**src/hdl/rtc_spi_pkg.sv**
```systemverilog
// constants shared by both ends of the clock-chip serial port
// assumes a 200 MHz system clock on each end and a bench link of 80 ns
// Function
// - Idle clock level sampled when enable rises
// - One clock per bit, eight bits per group
// - Command and data bytes travel MSB first
// - First byte after enable is the command
// - Command bit 7 high writes, low reads
// - Command bit 5 selects clock registers or RAM
// - Host always sends command bit 6 as zero
// - Every transfer starts with one command byte
// - Reads drive output line, writes take input
// - Single access moves one byte then drops enable
// - Address increments after every burst byte
// - Low address wraps: RAM to 00h, clock 20h
// - Watchdog resets host unless enable toggles
// - Host enables power sensing before power-down
// - Host reads status twice to confirm failure
// - Power-down holds reset, clock out, port off
// - Supply return ends power-down, reopens port
// - Restore re-enables clock out, switch, reset high
// - Delayed alarm cancelled by earlier status read
// - Enable low resets port, output driver off
// - Output driven only while read byte ready
package rtc_spi_pkg;
    localparam int CLK_PERIOD_NS = 5;
    localparam int SCK_PERIOD_NS = 80;
    localparam int HALF_CYCLES = SCK_PERIOD_NS / (2 * CLK_PERIOD_NS);
    localparam int ALARM_DELAY_NS = 8300000;
    localparam int ALARM_DELAY_CYCLES = ALARM_DELAY_NS / CLK_PERIOD_NS;
    localparam int WDOG_TIMEOUT_NS = 1000000;
    localparam int WDOG_TIMEOUT_CYCLES = WDOG_TIMEOUT_NS / CLK_PERIOD_NS;
    localparam logic [7:0] CPU_RESET_CYCLES = 8'h40;

    // command byte fields
    localparam int CMD_WRITE_BIT = 7;
    localparam int CMD_TEST_BIT = 6;
    localparam int CMD_CLOCK_BIT = 5;

    // clock-side locations, bit 5 set
    localparam logic [5:0] STATUS_ADDR = 6'h30;
    localparam logic [5:0] INTCTL_ADDR = 6'h32;

    // interrupt control bits
    localparam int IC_WATCHDOG = 7;
    localparam int IC_POWER_DOWN = 6;
    localparam int IC_POWER_SENSE = 5;
    localparam int IC_ALARM = 4;

    // status bits
    localparam int ST_WATCHDOG = 6;
    localparam int ST_INT_TRUE = 3;
    localparam int ST_POWER_SENSE = 2;
    localparam int ST_ALARM = 1;
    localparam int ST_CLOCK = 0;
    localparam logic [7:0] STATUS_RESET = 8'h10;
    localparam logic [7:0] STATUS_KEEP_MASK = 8'h04;

    // host controller register port
    localparam logic [2:0] HREG_CTRL = 3'h0;
    localparam logic [2:0] HREG_TXDATA = 3'h1;
    localparam logic [2:0] HREG_RXDATA = 3'h2;
    localparam logic [2:0] HREG_STATUS = 3'h3;
    localparam logic [2:0] HREG_KICK = 3'h4;
    localparam int CTRL_LEN_LSB = 8;
    localparam int HST_BUSY = 0;
    localparam int HST_TXFULL = 1;
    localparam int HST_RXVALID = 2;
endpackage

```
**src/hdl/rtc_spi_if.sv**
```systemverilog
// serial link between the host controller and the clock chip port
// assumes the bench reads misoLine; an undriven line reads high
`timescale 1ns/10ps
interface rtc_spi_if;
    logic sck;
    logic ce;
    logic mosi;
    logic misoOut;
    logic misoOe;
    logic misoLine;

    assign misoLine = misoOe ? misoOut : 1'b1;

    modport dev (input sck, input ce, input mosi, output misoOut,
        output misoOe);
    modport host (output sck, output ce, output mosi, input misoLine);
endinterface

```
**src/hdl/rtc_spi_device.sv**
```systemverilog
// clock-chip serial slave: command decode, RAM, control registers,
// watchdog, power-down and delayed alarm
// assumes link pins are asynchronous and host half periods of 8+ clocks
//
// Added by the designer: the plain strobed port and the address map.
`timescale 1ns/10ps
module rtc_spi_device #(
    parameter int ALARM_DELAY = rtc_spi_pkg::ALARM_DELAY_CYCLES,
    parameter int WDOG_TIMEOUT = rtc_spi_pkg::WDOG_TIMEOUT_CYCLES,
    parameter bit DELAYED_ALARM = 1'b1
) (
    input wire logic clk,
    input wire logic rst,
    rtc_spi_if.dev link,
    input wire logic systemSupplySense,
    input wire logic powerFailEvent,
    input wire logic alarmEvent,
    input wire logic periodicEvent,
    output logic hostResetN,
    output logic powerSwitchEnable,
    output logic clkOutEnable,
    output logic irqActive
);
    logic [1:0] sckSync;
    logic [1:0] ceSync;
    logic [1:0] mosiSync;
    logic [1:0] supplySync;
    logic sckPrev;
    logic cePrev;
    logic supplyPrev;
    logic idleLevel_reg;
    logic [2:0] bitCnt_reg;
    logic gotCmd_reg;
    logic isWrite_reg;
    logic [5:0] addr_reg;
    logic [7:0] shiftIn_reg;
    logic [7:0] shiftOut_reg;
    logic misoOe_reg;
    logic misoOut_reg;
    logic [7:0] status_reg;
    logic [7:0] status_next;
    logic [7:0] intCtl_reg;
    logic [7:0] ram [32];
    logic [7:0] clkRegs [32];
    logic [31:0] wdCnt_reg;
    logic [7:0] rstPulse_reg;
    logic [31:0] alarmCnt_reg;
    logic alarmPending_reg;
    logic hostResetN_reg;
    logic pse_reg;
    logic clkOut_reg;

    logic ceNow;
    logic sckNow;
    logic ceRise;
    logic sckEdge;
    logic strobe;
    logic shiftEdge;
    logic portOff;
    logic byteDone;
    logic [7:0] inByte;
    logic [5:0] cmdAddr;
    logic [5:0] nextAddr;
    logic [5:0] rdAddr;
    logic [7:0] rdData;
    logic loadOut;
    logic statusRead;
    logic memWrite;
    logic pdActive;
    logic pdEnd;
    logic wdFire;
    logic alarmFire;

    // two-stage synchronisers for the link pins and supply sense
    always_ff @(posedge clk) begin
        sckSync <= {sckSync[0], link.sck};
        ceSync <= {ceSync[0], link.ce};
        mosiSync <= {mosiSync[0], link.mosi};
        supplySync <= {supplySync[0], systemSupplySense};
        sckPrev <= sckSync[1];
        cePrev <= ceSync[1];
        supplyPrev <= supplySync[1];
    end

    assign ceNow = ceSync[1];
    assign sckNow = sckSync[1];
    assign ceRise = ceNow & ~cePrev;
    assign sckEdge = sckNow ^ sckPrev;
    assign pdActive = intCtl_reg[rtc_spi_pkg::IC_POWER_DOWN];
    assign portOff = ~ceNow | pdActive;
    // input latched on return to idle, output moved on leaving it
    assign strobe = sckEdge & (sckNow == idleLevel_reg) & ~portOff;
    assign shiftEdge = sckEdge & (sckNow != idleLevel_reg) & ~portOff;
    assign byteDone = strobe & (bitCnt_reg == 3'h7);
    assign inByte = {shiftIn_reg[6:0], mosiSync[1]};
    assign cmdAddr = {inByte[rtc_spi_pkg::CMD_CLOCK_BIT], inByte[4:0]};
    // upper bit held so clock accesses wrap to 20h, RAM to 00h
    assign nextAddr = {addr_reg[5], addr_reg[4:0] + 5'h01};
    assign rdAddr = gotCmd_reg ? nextAddr : cmdAddr;
    assign loadOut = byteDone & (gotCmd_reg ? ~isWrite_reg
        : ~inByte[rtc_spi_pkg::CMD_WRITE_BIT]);
    assign statusRead = loadOut & (rdAddr == rtc_spi_pkg::STATUS_ADDR);
    assign memWrite = byteDone & gotCmd_reg & isWrite_reg;
    assign pdEnd = pdActive & supplySync[1] & ~supplyPrev;

    // selects clock register or RAM by the upper address bit
    always_comb begin
        if (rdAddr == rtc_spi_pkg::STATUS_ADDR) begin
            rdData = status_reg;
        end else if (rdAddr == rtc_spi_pkg::INTCTL_ADDR) begin
            rdData = intCtl_reg;
        end else if (rdAddr[5]) begin
            rdData = clkRegs[rdAddr[4:0]];
        end else begin
            rdData = ram[rdAddr[4:0]];
        end
    end

    always_ff @(posedge clk) begin
        if (rst) begin
            idleLevel_reg <= 1'b0;
        end else if (ceRise) begin
            idleLevel_reg <= sckNow;
        end
    end

    // serial engine; cleared whenever enable is low
    always_ff @(posedge clk) begin
        if (rst || portOff) begin
            bitCnt_reg <= 3'h0;
            gotCmd_reg <= 1'b0;
            isWrite_reg <= 1'b0;
            addr_reg <= 6'h00;
            shiftIn_reg <= 8'h00;
            shiftOut_reg <= 8'h00;
            misoOe_reg <= 1'b0;
            misoOut_reg <= 1'b0;
        end else if (strobe) begin
            shiftIn_reg <= inByte;
            bitCnt_reg <= bitCnt_reg + 3'h1;
            if (byteDone && !gotCmd_reg) begin
                gotCmd_reg <= 1'b1;
                isWrite_reg <= inByte[rtc_spi_pkg::CMD_WRITE_BIT];
                addr_reg <= cmdAddr;
            end else if (byteDone) begin
                addr_reg <= nextAddr;
            end
            if (loadOut) begin
                shiftOut_reg <= rdData;
                misoOe_reg <= 1'b1;
            end
        end else if (shiftEdge && misoOe_reg) begin
            misoOut_reg <= shiftOut_reg[7];
            shiftOut_reg <= {shiftOut_reg[6:0], 1'b0};
        end
    end

    always_ff @(posedge clk) begin
        if (memWrite) begin
            if (addr_reg[5]) begin
                clkRegs[addr_reg[4:0]] <= inByte;
            end else begin
                ram[addr_reg[4:0]] <= inByte;
            end
        end
    end

    always_ff @(posedge clk) begin
        if (rst) begin
            intCtl_reg <= 8'h00;
        end else if (memWrite && addr_reg == rtc_spi_pkg::INTCTL_ADDR) begin
            intCtl_reg <= inByte;
        end else if (pdEnd) begin
            intCtl_reg[rtc_spi_pkg::IC_POWER_DOWN] <= 1'b0;
        end
    end

    // read clears all but power sense; a new event in that cycle wins, except a delayed alarm, which the read cancels
    always_comb begin
        status_next = status_reg;
        if (statusRead) begin
            status_next = status_reg & rtc_spi_pkg::STATUS_KEEP_MASK;
        end
        if (wdFire) begin
            status_next[rtc_spi_pkg::ST_WATCHDOG] = 1'b1;
        end
        if (powerFailEvent && intCtl_reg[rtc_spi_pkg::IC_POWER_SENSE]) begin
            status_next[rtc_spi_pkg::ST_POWER_SENSE] = 1'b1;
            status_next[rtc_spi_pkg::ST_INT_TRUE] = 1'b1;
        end
        if (alarmFire) begin
            status_next[rtc_spi_pkg::ST_ALARM] = 1'b1;
            status_next[rtc_spi_pkg::ST_INT_TRUE] = 1'b1;
        end
        if (periodicEvent && intCtl_reg[3:0] != 4'h0) begin
            status_next[rtc_spi_pkg::ST_CLOCK] = 1'b1;
            status_next[rtc_spi_pkg::ST_INT_TRUE] = 1'b1;
        end
    end

    always_ff @(posedge clk) begin
        if (rst) begin
            status_reg <= rtc_spi_pkg::STATUS_RESET;
        end else begin
            status_reg <= status_next;
        end
    end

    // any enable rise counts as the keep-alive toggle
    assign wdFire = intCtl_reg[rtc_spi_pkg::IC_WATCHDOG] & ~pdActive
        & (wdCnt_reg == 32'(WDOG_TIMEOUT - 1));
    always_ff @(posedge clk) begin
        if (rst || ceRise || wdFire || pdActive
                || !intCtl_reg[rtc_spi_pkg::IC_WATCHDOG]) begin
            wdCnt_reg <= 32'h0;
        end else begin
            wdCnt_reg <= wdCnt_reg + 32'h1;
        end
    end

    always_ff @(posedge clk) begin
        if (rst) begin
            rstPulse_reg <= 8'h00;
        end else if (wdFire) begin
            rstPulse_reg <= rtc_spi_pkg::CPU_RESET_CYCLES;
        end else if (rstPulse_reg != 8'h00) begin
            rstPulse_reg <= rstPulse_reg - 8'h01;
        end
    end

    assign alarmFire = DELAYED_ALARM
        ? (alarmPending_reg & ~statusRead
            & (alarmCnt_reg == 32'(ALARM_DELAY - 1)))
        : (alarmEvent & intCtl_reg[rtc_spi_pkg::IC_ALARM]);
    always_ff @(posedge clk) begin
        if (rst || statusRead || alarmFire) begin
            alarmPending_reg <= 1'b0;
            alarmCnt_reg <= 32'h0;
        end else if (DELAYED_ALARM && alarmEvent
                && intCtl_reg[rtc_spi_pkg::IC_ALARM]) begin
            alarmPending_reg <= 1'b1;
            alarmCnt_reg <= 32'h0;
        end else if (alarmPending_reg) begin
            alarmCnt_reg <= alarmCnt_reg + 32'h1;
        end
    end

    always_ff @(posedge clk) begin
        if (rst) begin
            hostResetN_reg <= 1'b1;
            pse_reg <= 1'b1;
            clkOut_reg <= 1'b1;
        end else if (pdActive && !pdEnd) begin
            hostResetN_reg <= 1'b0;
            pse_reg <= 1'b0;
            clkOut_reg <= 1'b0;
        end else begin
            hostResetN_reg <= (rstPulse_reg == 8'h00) & ~wdFire;
            pse_reg <= 1'b1;
            clkOut_reg <= 1'b1;
        end
    end

    assign hostResetN = hostResetN_reg;
    assign powerSwitchEnable = pse_reg;
    assign clkOutEnable = clkOut_reg;
    assign irqActive = status_reg[rtc_spi_pkg::ST_INT_TRUE];
    assign link.misoOut = misoOut_reg;
    assign link.misoOe = misoOe_reg;
endmodule

```
**src/flat_wrapper.sv**
```systemverilog
// flat-port wrapper written by rule: the top's interface ports become plain ports
module rtc_spi_device_flat 
#(
    parameter int ALARM_DELAY = rtc_spi_pkg::ALARM_DELAY_CYCLES,
    parameter int WDOG_TIMEOUT = rtc_spi_pkg::WDOG_TIMEOUT_CYCLES,
    parameter bit DELAYED_ALARM = 1'b1
)
  (clk, rst, systemSupplySense, powerFailEvent, alarmEvent, periodicEvent, hostResetN, powerSwitchEnable, clkOutEnable, irqActive, link_sck, link_ce, link_mosi, link_misoOut, link_misoOe);
  rtc_spi_if link_i ();
  input wire logic clk;
  input wire logic rst;
  input wire logic systemSupplySense;
  input wire logic powerFailEvent;
  input wire logic alarmEvent;
  input wire logic periodicEvent;
  output logic hostResetN;
  output logic powerSwitchEnable;
  output logic clkOutEnable;
  output logic irqActive;
  input wire logic [$bits(link_i.sck)-1:0] link_sck;
  input wire logic [$bits(link_i.ce)-1:0] link_ce;
  input wire logic [$bits(link_i.mosi)-1:0] link_mosi;
  output wire logic [$bits(link_i.misoOut)-1:0] link_misoOut;
  output wire logic [$bits(link_i.misoOe)-1:0] link_misoOe;
  assign link_i.sck = link_sck;
  assign link_i.ce = link_ce;
  assign link_i.mosi = link_mosi;
  assign link_misoOut = link_i.misoOut;
  assign link_misoOe = link_i.misoOe;
  rtc_spi_device #(.ALARM_DELAY(ALARM_DELAY), .WDOG_TIMEOUT(WDOG_TIMEOUT), .DELAYED_ALARM(DELAYED_ALARM)) u_core (.clk(clk), .rst(rst), .link(link_i), .systemSupplySense(systemSupplySense), .powerFailEvent(powerFailEvent), .alarmEvent(alarmEvent), .periodicEvent(periodicEvent), .hostResetN(hostResetN), .powerSwitchEnable(powerSwitchEnable), .clkOutEnable(clkOutEnable), .irqActive(irqActive));
endmodule
```
**config.mk**
```make
export PLATFORM = sky130hd
export DESIGN_NAME = rtc_spi_device_flat
export DESIGN_NICKNAME = d
export VERILOG_FILES = /design/src/hdl/rtc_spi_pkg.sv /design/src/hdl/rtc_spi_if.sv /design/src/hdl/rtc_spi_device.sv /design/src/flat_wrapper.sv
export SDC_FILE = /design/constraint.sdc
export NUM_CORES = 1
export LEC_CHECK = 0
export BUFFER_PORTS_ARGS = -buffer_cell sky130_fd_sc_hd__buf_2
export CAP_MARGIN = 0
export CORE_MARGIN = 4
export CORE_UTILIZATION = 55
export DETAILED_ROUTE_END_ITERATION = 10
export PLACE_DENSITY = 0.77
export SLEW_MARGIN = 30
export SYNTH_ARGS = -nofsm -noshare
export SYNTH_HDL_FRONTEND = slang
export SYNTH_SLANG_ARGS = --single-unit
```
**constraint.sdc**
```tcl
create_clock -name clk -period 3.85 [get_ports clk]
set_input_delay 0.385 -clock clk [delete_from_list [all_inputs] [get_ports clk]]
set_output_delay 0.385 -clock clk [all_outputs]
set_load 0.01 [all_outputs]
```
; Yosys cells after proc, flatten, opt, wreduce, memory -nomap -nowiden
; Memories as Yosys holds them, arrays and structs flattened.
; Cells that the tools add are included.
[totals]
word_cells = 141
ram_bits = 512
ff_bits = 129
mem_count = 2
out_inout_bits = 6
[op_classes]
n_eq_ne = 9
reduce_logical = 35
bitwise = 29
addsub = 5
n_mux = 29
[memory_table]
columns = memory, words, word_bits, read_ports, rd_clocked_by_memory_dff, wr, line_no
row1 = u_core.clkRegs, 32, 8, 1, 0, 1, rtc_spi_device.sv:44  ; logic [7:0] clkRegs [32];
row2 = u_core.ram, 32, 8, 1, 0, 1, rtc_spi_device.sv:43  ; logic [7:0] ram [32];
[op_table]
columns = cell, n
row1 = 32-bit by 1-bit adder with 32-bit output (second input constant), 2
row2 = 8-bit two-way mux, 6
row3 = 32-bit by 18-bit == test with 1-bit output (second input constant), 1
row4 = 32-bit by 21-bit == test with 1-bit output (second input constant), 1
row5 = 7-bit two-way mux, 3
row6 = 6-bit == test (second input constant), 3
row7 = 1-bit bitwise AND, 17
row8 = 1-bit two-way mux, 16
row9 = 2-bit nonzero test, 7
row10 = 6-bit two-way mux, 2
row11 = 1-bit NOT, 10
row12 = 2-bit AND reduction, 5
row13 = 8-bit zero test, 1
row14 = 4-bit nonzero test, 2
row15 = 8-bit nonzero test, 1
row16 = 8-bit by 1-bit subtractor with 8-bit output (second input constant), 1
row17 = 1-bit logical AND, 7
row18 = 1-bit logical OR, 7
row19 = 5-bit by 1-bit adder with 5-bit output (second input constant), 1
row20 = 5-bit two-way mux, 1
row21 = 2-bit OR reduction, 2
row22 = 3-bit by 1-bit adder with 3-bit output (second input constant), 1
row23 = 3-bit == test (second input constant), 1
row24 = 1-bit zero test, 3
row25 = 6 further kinds, 6

; Logic depth before layout (Yosys ltp)
; Gate-level depths: netlist of the first run.
[depth]
depth_word = 12
depth_mapped = 15

; Least setup slack after synthesis of the first run
; Ideal clock, no wire load.
[synth_path]
path_kind = register to register
from = reg u_core.shiftIn_reg[0]
to = reg u_core.shiftOut_reg[1]
setup_slack_ns = 0.710
path_buffers = 2
path_stages_with_launch = 10
arrival_ns = 3.012
required_time_ns = 3.722
synth_period_minus_slack_ns = 3.140
path_cell_list = dfxtp_1 mux2_2 buf_2 buf_1 mux4_2 mux2i_1 o22ai_1 a211o_1 o31ai_1 a21oi_1
[synth_between]
elab_chain_len = 7
elab_cells_between_ends = 10
cone_classes = 2 x eq/ne / 6 x mux / 2 x memory
[synth_lines]
columns = item, line_no
row1 = from (decl), rtc_spi_device.sv:36  ; logic [7:0] shiftIn_reg;
row2 = from (signal assigned), rtc_spi_device.sv:139  ; shiftIn_reg <= inByte;
row3 = 6-bit two-way mux *, rtc_spi_device.sv:99  ; assign rdAddr = gotCmd_reg ? nextAddr : cmdAddr;
row4 = "memory 32 x 8 bit, on equally long branches", -
row5 = 8-bit two-way mux, rtc_spi_device.sv:112  ; end else if (rdAddr[5]) begin
row6 = 8-bit two-way mux, rtc_spi_device.sv:110  ; end else if (rdAddr == rtc_spi_pkg::INTCTL_ADDR) begin
row7 = 8-bit two-way mux *, rtc_spi_device.sv:108  ; if (rdAddr == rtc_spi_pkg::STATUS_ADDR) begin
row8 = 8-bit two-way mux *, rtc_spi_device.sv:148  ; if (loadOut) begin
row9 = 8-bit two-way mux *, rtc_spi_device.sv:138  ; end else if (strobe) begin
row10 = to (signal assigned), rtc_spi_device.sv:149  ; shiftOut_reg <= rdData;
row11 = to (signal assigned), rtc_spi_device.sv:154  ; shiftOut_reg <= {shiftOut_reg[6:0], 1'b0};
row12 = to (decl), rtc_spi_device.sv:37  ; logic [7:0] shiftOut_reg;
; Every way passes the cells marked *; elsewhere a longest branch is shown, timed or not. The select of a mux whose other input is x is not followed.
; A chain may end at the register's enable or synchronous reset.

; Final worst setup path of the first run
[layout_path]
from = reg u_core.gotCmd_reg
to = reg u_core.shiftOut_reg[4]
[layout_between]
elab_chain_len = 7
elab_cells_between_ends = 14
cone_classes = 3 x eq/ne / 7 x mux / 1 x bitwise / 1 x reduce/logical / 2 x memory
[layout_lines]
columns = item, line_no
row1 = from (decl), rtc_spi_device.sv:33  ; logic gotCmd_reg;
row2 = from (signal assigned), rtc_spi_device.sv:131  ; gotCmd_reg <= 1'b0;
row3 = from (signal assigned), rtc_spi_device.sv:142  ; gotCmd_reg <= 1'b1;
row4 = 6-bit two-way mux, rtc_spi_device.sv:99
row5 = "memory 32 x 8 bit, on equally long branches", -
row6 = 8-bit two-way mux, rtc_spi_device.sv:112
row7 = 8-bit two-way mux, rtc_spi_device.sv:110
row8 = 8-bit two-way mux, rtc_spi_device.sv:108
row9 = 8-bit two-way mux, rtc_spi_device.sv:148
row10 = 8-bit two-way mux, rtc_spi_device.sv:138
; Several ways; a longest one is shown, not always the timed one. The select of a mux whose other input is x is not followed.

==> run summary, run 1 <==
The number of buffer and inverter stages on the critical path came out at 2. Once layout is complete, the utilization of the core stands at 0.619. The total number of H-tree levels came out at 2. The die covers ~50000 um2. The initial core utilization is 0.556. For this design the ratio of total power to cell area is about 480 nW/um2. The mean cell area of the mapped netlist is 12.3 um2. The cell at the root of the clock tree is clkbuf_16. The global-route wire length before repair came out at between 90000 and 100000 um.

The clock drives 640 sinks. The required time of the worst setup path is 4.37 ns. The I/O pin total is 15. The area taken by multi-input logic gates is between 7000 and 8000 um2. The average wire length per cell after detail routing came out at 22.4 um. In the synthesized netlist the dominant register cell turns out to be edfxtp_1. Counting flops with an async set or reset pin after synthesis yields a share of 0. The total congestion overflow after global routing is 0. The final-report hold violation count is 0.

After detailed routing, no signal wire sits above met4. The area of the mapped netlist came out at roughly 26000 um2. For this block, the routed nets add up to 62400 um of wire. Headroom to the max-slew limit came out at 0.355.

Once detail routing completed, the nets flagged for antenna violations numbered 0. The worst endpoint data arrival time is ~4.1 ns. The routed layout has about 17000 vias. By area the synthesized netlist is led by edfxtp_1 59%, dfxtp_1 10%, nand2_1 6.8%, nand3_1 2.9%, nor2_1 2.5%. The clock slew at the register clock pins of the worst setup and hold paths is 0.06 ns. Summed over all instances, the cell type with the most area after synthesis is edfxtp_1.

The net count of the mapped netlist came out at about 2100. IR analysis of the VDD net gives a maximum drop of approximately 0.56 mV. The core box area came out at approximately 47000 um2. The length of routed wiring on met1 came out at ~25000 um. The top cell family by delay on the critical path is compound AO/OA/AOI/OAI gates. The filler cell count is about 3400. The highest clock frequency the design can meet came out at 283 MHz.

The x dimension of the die came out at 225 um. After synthesis, the most frequently instantiated cells are 511 x edfxtp_1, 471 x nand2_1, 175 x nor2_1. The deepest clock path buffer count came out at 3. The number of flops mapped to enable cells by yosys is about 510.

STA classifies the critical path endpoint as a flip-flop. Walking the worst path, the cells encountered are nand2b_4 -> buf_4 -> nand2_4 -> buf_12 -> a211oi_1 -> a311oi_1 -> a31oi_1 -> o22ai_1 -> nor4_1 -> a211oi_1 -> o221a_1. In this run, the number of DRC markers left after iteration 0 of detailed routing was about 2200.

The synthesized flop and latch total is 640. The distinct cell type count of the synthesized netlist is 65. In this run the tool buffered the top-level ports with 14 buffer cells. The worst path needs around 3.5 ns of the cycle, external delays included. The number of buffers added by the clock tree synthesis step is 61. The total of max-cap violations is 0. The storage element area is between 15000 and 20000 um2.

Dividing the final minimum period by the clock period gives 0.918. The total power consumption of the routed design came out at 13.9 mW. The final clock skew came out at 0.0270 ns. The setup violation total in the final timing report is 0.

The number of buffers inserted for hold repair after clock tree synthesis is 4. For this run, design rule violations remaining after detail routing come to 0. Among all cell types in the netlist, the one instantiated most often is edfxtp_1. The post-cts resize count came out at 0. The largest individual stage delay along the critical path comes from the cell dfxtp_1. The final worst hold slack is 0.0657 ns. The final-report max-slew violation count is 0.

The number of buffers added for setup after CTS is 0. The total number of yosys warnings came out at 0. The area share of the largest cell type after synthesis came out at 0.592.

After legalization and detailed placement, the total HPWL measured approximately 38000 um. The post-route setup TNS is 0 ns. The initial antenna violation count is 0. The cell that appears most often on the critical path is a211oi_1. TritonCTS built the clock tree. The number of global-route vias before repair is about 17000. STA classifies the critical path startpoint as a flip-flop. The final net count is between 2000 and 2500. The signed area change from the synthesized netlist to the final layout is 11.2%. The slew of the pin with the lowest slew margin is between 0.9 and 1 ns.

For the worst-skew pair, the clock arrives at the later sink with an insertion delay of 0.64 ns. In the final layout, the share of cells above drive strength 1 is 0.101. The worst hold path belongs to the class in -> reg. The iteration count of the initial detailed-routing pass is 6. The wire length on met2 came out at 29400 um.

The maximum number of pins on one net before global-route repair is 87. The total leakage power is roughly 9.8 nW. Setup repair after global routing left no endpoint under its margin. The antenna cell count is 0. The overall routing resource usage came out at 0.243. The per-cell via count in the routed design came out at roughly 6.2. The flow ran to the end, and the final reports show no timing, DRC or antenna violations. The number of instances in the synthesized netlist is 2105. The portion of the post-synthesis area used by sequential elements came out at 0.692.

On the worst path, the slowest cell contributes a delay of approximately 0.52 ns. The floorplan has 79 rows. The highest net fanout along the worst path came out at 58.

The number of flip-flops in the largest register is 256. The floorplan step set the die height to ~230 um. The routability congestion estimate from global placement came out at 0.926. The met3 routed wirelength came out at ~5800 um. The type of the worst setup path is reg -> reg.
==> cell families after synthesis <==
logic type,count (synthesis),synth area share
flops,640,0.692
compound gates,271,0.0709
xor+xnor,66,0.0223
buf+inv,133,0.0241
simple gates,947,0.161
fa+ha+maj,9,0.00435
mux,39,0.0253
==> placed cells by master (no fill, tap or decap), types with 37 or more instances in the layout <==
master	Yosys	layout
edfxtp_1	511	511
nand2_1	471	470
nor2_1	175	175
nand3_1	150	150
dfxtp_1	129	121
and3_1	63	63
a21oi_1	65	63
clkbuf_16	0	61
xor2_1	49	49
buf_4	8	49
a311oi_1	48	48
a211oi_1	43	43
a31oi_1	37	37
==> cell type report <==
type | count | area share
tap | 607 | 0.0264
clock inverter | 47 | 0.0152
timing repair buffer | 75 | 0.0222
inverter | 11 | 0.00143
sequential | 640 | 0.623
multi-input combinational | 1332 | 0.257
clock buffer | 69 | 0.0547
==> per-stage QoR <==
step                cell area [um2]  worst slack (ns)  instances
floorplan                     25900             0.710       2105
global placement              26700             0.525       2661
detailed placement            26700             0.418       2661
CTS                           28800             0.415       2781
global route                  28800             0.132       2781
finish                        28800             0.317       2781
==> path summary, 6_finish.rpt <==
kind / to / start / slack, ns / depth (start not counted)
max reg2reg: u_core.shiftOut_reg[4] / u_core.gotCmd_reg / 0.32 / 11
min reg2reg: u_core.mosiSync[1] / u_core.mosiSync[0] / 0.32 / 0
max: u_core.shiftOut_reg[4] / u_core.gotCmd_reg / 0.32 / 11
min: u_core.status_reg[2] / powerFailEvent / 0.07 / 3
==> where the power goes <==
part / internal (mW) / switching, mW
registers: 7.42 / 0.0415
logic: 0.172 / 0.279
clock network: 3.36 / 2.62
==> layer usage <==
metal / up-vias / global-route usage
met4: 0 / 0.0850
met3: 155 / 0.0503
met2: 862 / 0.389
met5: - / 0
li1: 7739 / -
met1: 8614 / 0.337
==> worst min-delay path, stage by stage <==
cell,delay (ns)
buf_2,0.12
a21oi_1,0.07
nor2_1,0.08
No activity file was read; power rests on OpenSTA's default activity.
==> run 2, diff against run 1 <==
--- a/config.mk
+++ b/config.mk
@@ -10,7 +10,8 @@
 export CORE_MARGIN = 4
 export CORE_UTILIZATION = 55
 export DETAILED_ROUTE_END_ITERATION = 10
-export PLACE_DENSITY = 0.77
+export PLACE_DENSITY = 0.71
+export REMOVE_ABC_BUFFERS = 1
 export SLEW_MARGIN = 30
 export SYNTH_ARGS = -nofsm -noshare
 export SYNTH_HDL_FRONTEND = slang
==> run 2 against run 1 <==
Net effect: clock skew increased by 0.0035 ns; register-to-register slack got worse by 0.08 ns; global-route usage grew 0.85 points; hold slack improved by 0.0041 ns; largest power group unchanged; critical path type unchanged; critical endpoint is now u_core.shiftOut_reg[6].
==> run summary, run 2 (same netlist as run 1, synthesis figures left out) <==
The worst setup slack before clock tree synthesis came out at 0.353 ns (was 0.418 ns). The post-route DRC violation count came out at 0 (unchanged). The clock tree from TritonCTS is yes (unchanged). The initial core utilization came out at 0.556 (unchanged). The number of buffers added for setup after CTS was 0 (unchanged). The clock net sink count came out at 640 (unchanged). The logic depth of the worst register-to-register path came out at 11 (unchanged). The total power consumption of the routed design is 14.4 mW (was 13.9 mW). The filler cell count is 3449 (was 3408). The slew of the pin with the lowest slew margin was 0.995 ns (was 0.965 ns). The start point of the worst min-delay path is powerFailEvent (unchanged). The first-iteration detailed-routing DRC count was 1945 (was 2159). Result of the run: finished clean (unchanged). The I/O pin total came out at 15 (unchanged). The routability congestion estimate from global placement came out at 0.901 (was 0.926). The final critical-path required period was 3.61 ns (was 3.53 ns). The total power divided by cell area is 492 nW/um2 (was 482 nW/um2). The instance count along the most critical hold path is 3 (unchanged).

The number of nets with antenna violations after detailed routing is 0 (unchanged). The final worst-path cycle share is 0.939 (was 0.918). The antenna cell count is 0 (unchanged).

Most frequent cells in the layout: 511 x edfxtp_1, 470 x nand2_1, 175 x nor2_1 (unchanged). The final net count came out at 2182 (was 2139). The cell area after placement is 27000 um2 (was 26700 um2).

The peak supply drop was 0.485 mV (was 0.560 mV). The vertical extent of the die was 225 um (unchanged). The number of buffers added by the clock tree synthesis step came to 67 (was 61). RSZ-0062 raised after global routing: false (unchanged). The area of all placed cells without fillers is 29300 um2 (was 28800 um2). The total half-perimeter wirelength after legalization and detailed placement is 38500 um (was 37700 um).

The number of flip-flops in the largest register is 256 (unchanged). The capturing point of the worst reg2reg path is u_core.shiftOut_reg[6] (was u_core.shiftOut_reg[4]). The total number of placement rows came out at 79 (unchanged).

The highest clock frequency the design can meet was 277 MHz (was 283 MHz). The final clock skew came out at 0.0305 ns (was 0.0270 ns). The total congestion overflow after global routing came out at 0 (unchanged). The highest net fanout along the worst path was 19 (was 58). The worst setup slack for register-to-register paths is 0.24 ns (was 0.32 ns). The worst hold endpoint is u_core.status_reg[2] (unchanged).

The max-slew headroom at the worst pin is 0.322 (was 0.355). The launching point of the worst reg2reg path is u_core.addr_reg[0] (was u_core.gotCmd_reg). The cell at the root of the clock tree is clkbuf_16 (unchanged). The type of the worst setup path is reg -> reg (unchanged). The total of max-cap violations is 0 (unchanged). The worst endpoint data arrival time is 4.16 ns (was 4.06 ns). The signed area change from the synthesized netlist to the final layout came to 13.1% (was 11.2%).

The core box area came out at 46600 um2 (unchanged). The critical path capture point type was a flip-flop (unchanged). The initial antenna violation count came out at 1 (was 0). The via count was 17300 (was 17400). The per-cell via count in the routed design is 6.14 (was 6.25).

The most common library cell in the layout ignoring fill and taps was edfxtp_1 (unchanged). The area of the die is 50600 um2 (unchanged). The fraction of layout instances using a drive strength above 1 came out at 0.115 (was 0.101). The x dimension of the die came out at 225 um (unchanged).

The total number of H-tree levels was 3 (was 2). The final-report max-slew violation count is 0 (unchanged). The setup violation total in the final timing report is 0 (unchanged).

The number of global-route vias before repair is 17000 (was 16900). The total leakage power was 10.2 nW (was 9.84 nW). The required time of the worst setup path came out at 4.39 ns (was 4.37 ns).

The number of input and output port buffers inserted was 14 (unchanged). The global-route wire length before repair came out at 98800 um (was 96700 um). The average wire length per cell after detail routing came out at 22.6 um (was 22.4 um).

The deepest clock path buffer count is 3 (unchanged). The final-report hold violation count came out at 0 (unchanged). The path type of the worst min-delay path is in -> reg (unchanged).

The post-route worst setup slack is 0.236 ns (was 0.317 ns). The post-route setup TNS is 0 ns (unchanged). The final wirelength is 63800 um (was 62400 um).

The clock slew at the register clock pins of the worst setup and hold paths is 0.06 ns (about the same). The maximum number of pins on one net before global-route repair is 69 (was 87). The iteration count of the initial detailed-routing pass is 6 (unchanged). The source-to-sink clock delay at the later pin of the worst-skew pair came out at 0.61 ns (was 0.64 ns). The startpoint class of the critical path is a flip-flop (unchanged).

The overall routing resource usage came out at 0.252 (was 0.243).
-- run 2: cell count changes in the layout (fill, tap and decap cells not counted), sizes merged --
cell and delta:
clkbuf +19, clkinvlp -6, clkinv -12, buf +37
-- run 2: metrics by stage --
stage          cells   util  hold slack (ns)
5_1_grt         2819  0.629           0.0877
3_3_place_gp    2698  0.581            0.319
4_1_cts         2819  0.629           0.0372
2_1_floorplan   1983      -            0.310
6_report        2819  0.629           0.0698
3_5_place_dp    2698  0.581            0.320
-- run 2: routing by layer --
| metal | global-route usage | up-vias | wire length, um |
|---|---|---|---|
| li1 | - | 7821 | - |
| met1 | 0.340 | 8456 | 25100 |
| met2 | 0.409 | 888 | 30700 |
| met3 | 0.0491 | 141 | 5790 |
| met4 | 0.0994 | 0 | 2230 |
| met5 | 0 | - | 0 |
-- run 2: what timing repair did --
item                      4_1_cts  5_1_grt
hold endpoints to repair        4        0
gates resized for setup         0        0
hold buffers                    4        0
-- run 2: how the worst max path moves through the flow --
stage / from / to / slack, ns
after floorplan: u_core.mosiSync[1] / u_core.alarmCnt_reg[0] / -2.57
after global routing: u_core.addr_reg[0] / u_core.shiftOut_reg[7] / 0.16
after detailed placement: u_core.addr_reg[0] / u_core.shiftOut_reg[6] / 0.35
after global placement: u_core.addr_reg[0] / u_core.shiftOut_reg[6] / 0.47
final: u_core.addr_reg[0] / u_core.shiftOut_reg[6] / 0.24
after CTS: u_core.addr_reg[0] / u_core.shiftOut_reg[6] / 0.35
-- run 2: power breakdown --
group | total (mW) | switching [mW] | internal [mW] | leakage (nW)
Combinational | 0.464 | 0.287 | 0.177 | 3.14
Sequential | 7.46 | 0.0418 | 7.42 | 5.93
Clock | 6.49 | 2.60 | 3.89 | 1.08
Total | 14.4 | 2.92 | 11.5 | 10.2
-- run 2: layout make-up --
type                    count  area, um2  share of cell area
multi-input cells        1332       7410               0.253
repair buffers            112        928              0.0317
clock buffers              88       1910              0.0651
clock inverters            29        308              0.0105
flip-flops and latches    640      17900               0.613
inverters                  11       41.3             0.00141
well taps                 607        759              0.0259
-- run 2: worst max-delay path, cell delays in order (launching register included) --
cell and delay [ns]:
dfxtp_1 0.41, inv_1 0.10, ha_1 0.35, mux2i_4 0.77, buf_4 0.35, nor2_1 0.13
a32oi_1 0.38, a31oi_1 0.19, a211oi_1 0.45, nor4_1 0.14, nand3_1 0.09, o2111a_1 0.19
==> run 3, diff against run 2 <==
--- a/config.mk
+++ b/config.mk
@@ -5,12 +5,12 @@
 export SDC_FILE = /design/constraint.sdc
 export NUM_CORES = 1
 export LEC_CHECK = 0
-export BUFFER_PORTS_ARGS = -buffer_cell sky130_fd_sc_hd__buf_2
 export CAP_MARGIN = 0
 export CORE_MARGIN = 4
 export CORE_UTILIZATION = 55
 export DETAILED_ROUTE_END_ITERATION = 10
-export PLACE_DENSITY = 0.71
+export DONT_BUFFER_PORTS = 1
+export PLACE_DENSITY = 0.7
 export REMOVE_ABC_BUFFERS = 1
 export SLEW_MARGIN = 30
 export SYNTH_ARGS = -nofsm -noshare
==> run 3 against run 2 <==
Net effect: sequential power barely moved; clock-buffer cell count shrank 5; hold slack worse by 0.032 ns; final area decreased by 0.87%; sequential share of layout area increased by 0.53 points; setup slack gained 0.048 ns; cell count fell by 0.67%; clock power fell by 5.2%; critical path type unchanged; critical endpoint is now u_core.shiftOut_reg[0]; largest cell class unchanged.
==> run summary, run 3 (same netlist as run 1, synthesis figures left out) <==
The signed area change from the synthesized netlist to the final layout was 12.1% (was 13.1%). The worst hold endpoint was u_core.alarmPending_reg (was u_core.status_reg[2]). The via count is 17100 (was 17300). The logic depth of the worst register-to-register path came to 10 (was 11). The final worst-path cycle share is 0.926 (was 0.939). The worst setup slack for register-to-register paths came out at 0.28 ns (was 0.24 ns). The x dimension of the die is 225 um (unchanged). The per-cell via count in the routed design came out at 6.11 (was 6.14). The final wirelength is 62900 um (was 63800 um). The type of the worst setup path is reg -> reg (unchanged). The global routing usage on met3 is 0.0542 (was 0.0491). The critical path capture point type is a flip-flop (unchanged). The routability congestion estimate from global placement came out at 0.916 (was 0.901). The final critical-path required period came out at 3.57 ns (was 3.61 ns). The total leakage power came out at 9.99 nW (was 10.2 nW). The slew of the pin with the lowest slew margin came to 0.966 ns (was 0.995 ns). The startpoint class of the critical path is a flip-flop (unchanged). Result of the run: finished clean (unchanged).

The fraction of layout instances using a drive strength above 1 is 0.102 (was 0.115). The number of buffers added for setup after CTS came to 0 (unchanged). Cell-by-cell trace of the critical path: nand2b_1 -> and2_4 -> buf_12 -> nand2_1 -> nor4_4 -> nand2_1 -> o21ai_0 -> a31oi_1 -> a31oi_1 -> a211oi_1 (was inv_1 -> ha_1 -> mux2i_4 -> buf_4 -> nor2_1 -> a32oi_1 -> a31oi_1 -> a211oi_1 -> nor4_1 -> nand3_1 -> o2111a_1).

The clock tree from TritonCTS is yes (unchanged). The highest clock frequency the design can meet came out at 280 MHz (was 277 MHz). The overall routing resource usage is 0.248 (was 0.252). The total of max-cap violations came to 0 (unchanged). The total congestion overflow after global routing came out at 0 (unchanged). The total power divided by cell area is 484 nW/um2 (was 492 nW/um2). The worst endpoint data arrival time is 4.01 ns (was 4.16 ns).

The deepest clock path buffer count is 3 (unchanged). The most common library cell in the layout ignoring fill and taps is edfxtp_1 (unchanged). The total number of H-tree levels is 3 (unchanged).

The source-to-sink clock delay at the later pin of the worst-skew pair came to 0.61 ns (about the same). The setup violation total in the final timing report came out at 0 (unchanged). The total power consumption of the routed design came out at 14.1 mW (was 14.4 mW). The highest net fanout along the worst path is 38 (was 19). The I/O pin total came out at 15 (unchanged). RSZ-0062 raised after global routing: false (unchanged).

The initial antenna violation count is 1 (unchanged). Most frequent cells in the layout: 511 x edfxtp_1, 470 x nand2_1, 175 x nor2_1 (unchanged). The capturing point of the worst reg2reg path was u_core.shiftOut_reg[0] (was u_core.shiftOut_reg[6]). The peak supply drop is 0.539 mV (was 0.485 mV).

The total half-perimeter wirelength after legalization and detailed placement is 37500 um (was 38500 um). The met1 usage is 0.341 (was 0.340). The number of flip-flops in the largest register is 256 (unchanged). The busiest layer in global routing is met2 (unchanged). The filler cell count was 3528 (was 3449). The number of global-route vias before repair is 16800 (was 17000). The final net count was 2161 (was 2182). The core box area came to 46600 um2 (unchanged). The number of buffers inserted for hold repair after clock tree synthesis came out at 7 (was 4).

The cell at the root of the clock tree is clkbuf_16 (unchanged). The number of buffers added by the clock tree synthesis step is 67 (unchanged). The iteration count of the initial detailed-routing pass is 6 (unchanged). The met2 global-route usage came out at 0.397 (was 0.409). The final clock skew is 0.0207 ns (was 0.0305 ns). The average wire length per cell after detail routing came out at 22.5 um (was 22.6 um). The instance count along the most critical hold path came out at 2 (was 3). The area of the die is 50600 um2 (unchanged).

The final-report hold violation count is 0 (unchanged). The area of all placed cells without fillers came to 29000 um2 (was 29300 um2). The post-cts resize count was 0 (unchanged). The path type of the worst min-delay path was in -> reg (unchanged). The total number of placement rows is 79 (unchanged).

The number of nets with antenna violations after detailed routing came out at 0 (unchanged). The clock slew at the register clock pins of the worst setup and hold paths is 0.06 ns (about the same). The peak per-stage delay on the critical path came out at 0.67 ns (was 0.77 ns). The final-report max-slew violation count is 0 (unchanged). The antenna cell count is 0 (unchanged).

The launching point of the worst reg2reg path is u_core.addr_reg[0] (unchanged). The maximum number of pins on one net before global-route repair came out at 69 (unchanged). The cell area after placement is 26900 um2 (was 27000 um2). The library cell contributing the largest single delay on the critical path is o21ai_0 (was mux2i_4). The required time of the worst setup path came to 4.30 ns (was 4.39 ns). The initial core utilization is 0.556 (unchanged). The first-iteration detailed-routing DRC count is 1922 (was 1945). The max-slew headroom at the worst pin is 0.356 (was 0.322). The global-route wire length before repair is 96800 um (was 98800 um). The clock net sink count came out at 640 (unchanged). The start point of the worst min-delay path is alarmEvent (was powerFailEvent). The vertical extent of the die is 225 um (unchanged). The post-route DRC violation count is 0 (unchanged). The utilization of the core after routing was 0.624 (was 0.629). The number of input and output port buffers inserted is 0 (was 14).
[run 3: cell types whose count changed in the layout (fill, tap and decap cells not counted), sizes merged]
cell / before / now
clkinvlp: 3 / 2
bufinv: 6 / 4
dlygate4sd3: 4 / 7
clkbuf: 88 / 83
clkinv: 18 / 24
buf: 108 / 84
inv: 13 / 17
[run 3: cell type report]
class / count / area [um2] / share of cell area
clock buffer: 83 / 1760 / 0.0605
inverter: 11 / 41.3 / 0.00142
timing repair buffer: 91 / 826 / 0.0284
tap: 607 / 759 / 0.0262
clock inverter: 36 / 308 / 0.0106
multi-input combinational: 1332 / 7410 / 0.255
sequential: 640 / 17900 / 0.618
[run 3: worst max path at each step]
stage                              to  slack [ns]  cells past startpoint               start
6_report       u_core.shiftOut_reg[0]        0.28                     10  u_core.addr_reg[0]
4_1_cts        u_core.shiftOut_reg[0]        0.43                     10  u_core.addr_reg[0]
3_5_place_dp   u_core.shiftOut_reg[0]        0.44                     10  u_core.addr_reg[0]
5_1_grt        u_core.shiftOut_reg[0]        0.17                     10  u_core.addr_reg[0]
3_3_place_gp   u_core.shiftOut_reg[0]        0.55                     10  u_core.addr_reg[0]
2_1_floorplan  u_core.alarmCnt_reg[0]       -2.57                      7  u_core.mosiSync[1]
[run 3: through the flow]
| step | hold slack [ns] | setup WS (ns) | instances | TNS [ns] |
|---|---|---|---|---|
| 2_1_floorplan | 0.310 | -2.57 | 1983 | -114.92 |
| 3_3_place_gp | 0.320 | 0.551 | 2674 | 0 |
| 3_5_place_dp | 0.315 | 0.444 | 2674 | 0 |
| 4_1_cts | 0.0166 | 0.429 | 2800 | 0 |
| 5_1_grt | 0.0164 | 0.174 | 2800 | 0 |
| 6_report | 0.0380 | 0.284 | 2800 | 0 |
[run 3: metal layers]
layer	wire length [um]	part of all wire
met1	25700	0.41
met2	29800	0.47
met3	5450	0.087
met4	1960	0.031
met5	13	0.00021
[run 3: critical path: cells and delay by family (launching register included)]
family	cells	cell delay, ns
AO/OA/AOI/OAI	4	1.15
buffers and inverters	1	0.30
flip-flops	1	0.41
AND/OR/NAND/NOR	5	1.52
[run 3: where the power goes]
group          switching [mW]  internal [mW]
Sequential             0.0436           7.42
Clock                    2.62           3.53
Combinational           0.269          0.169
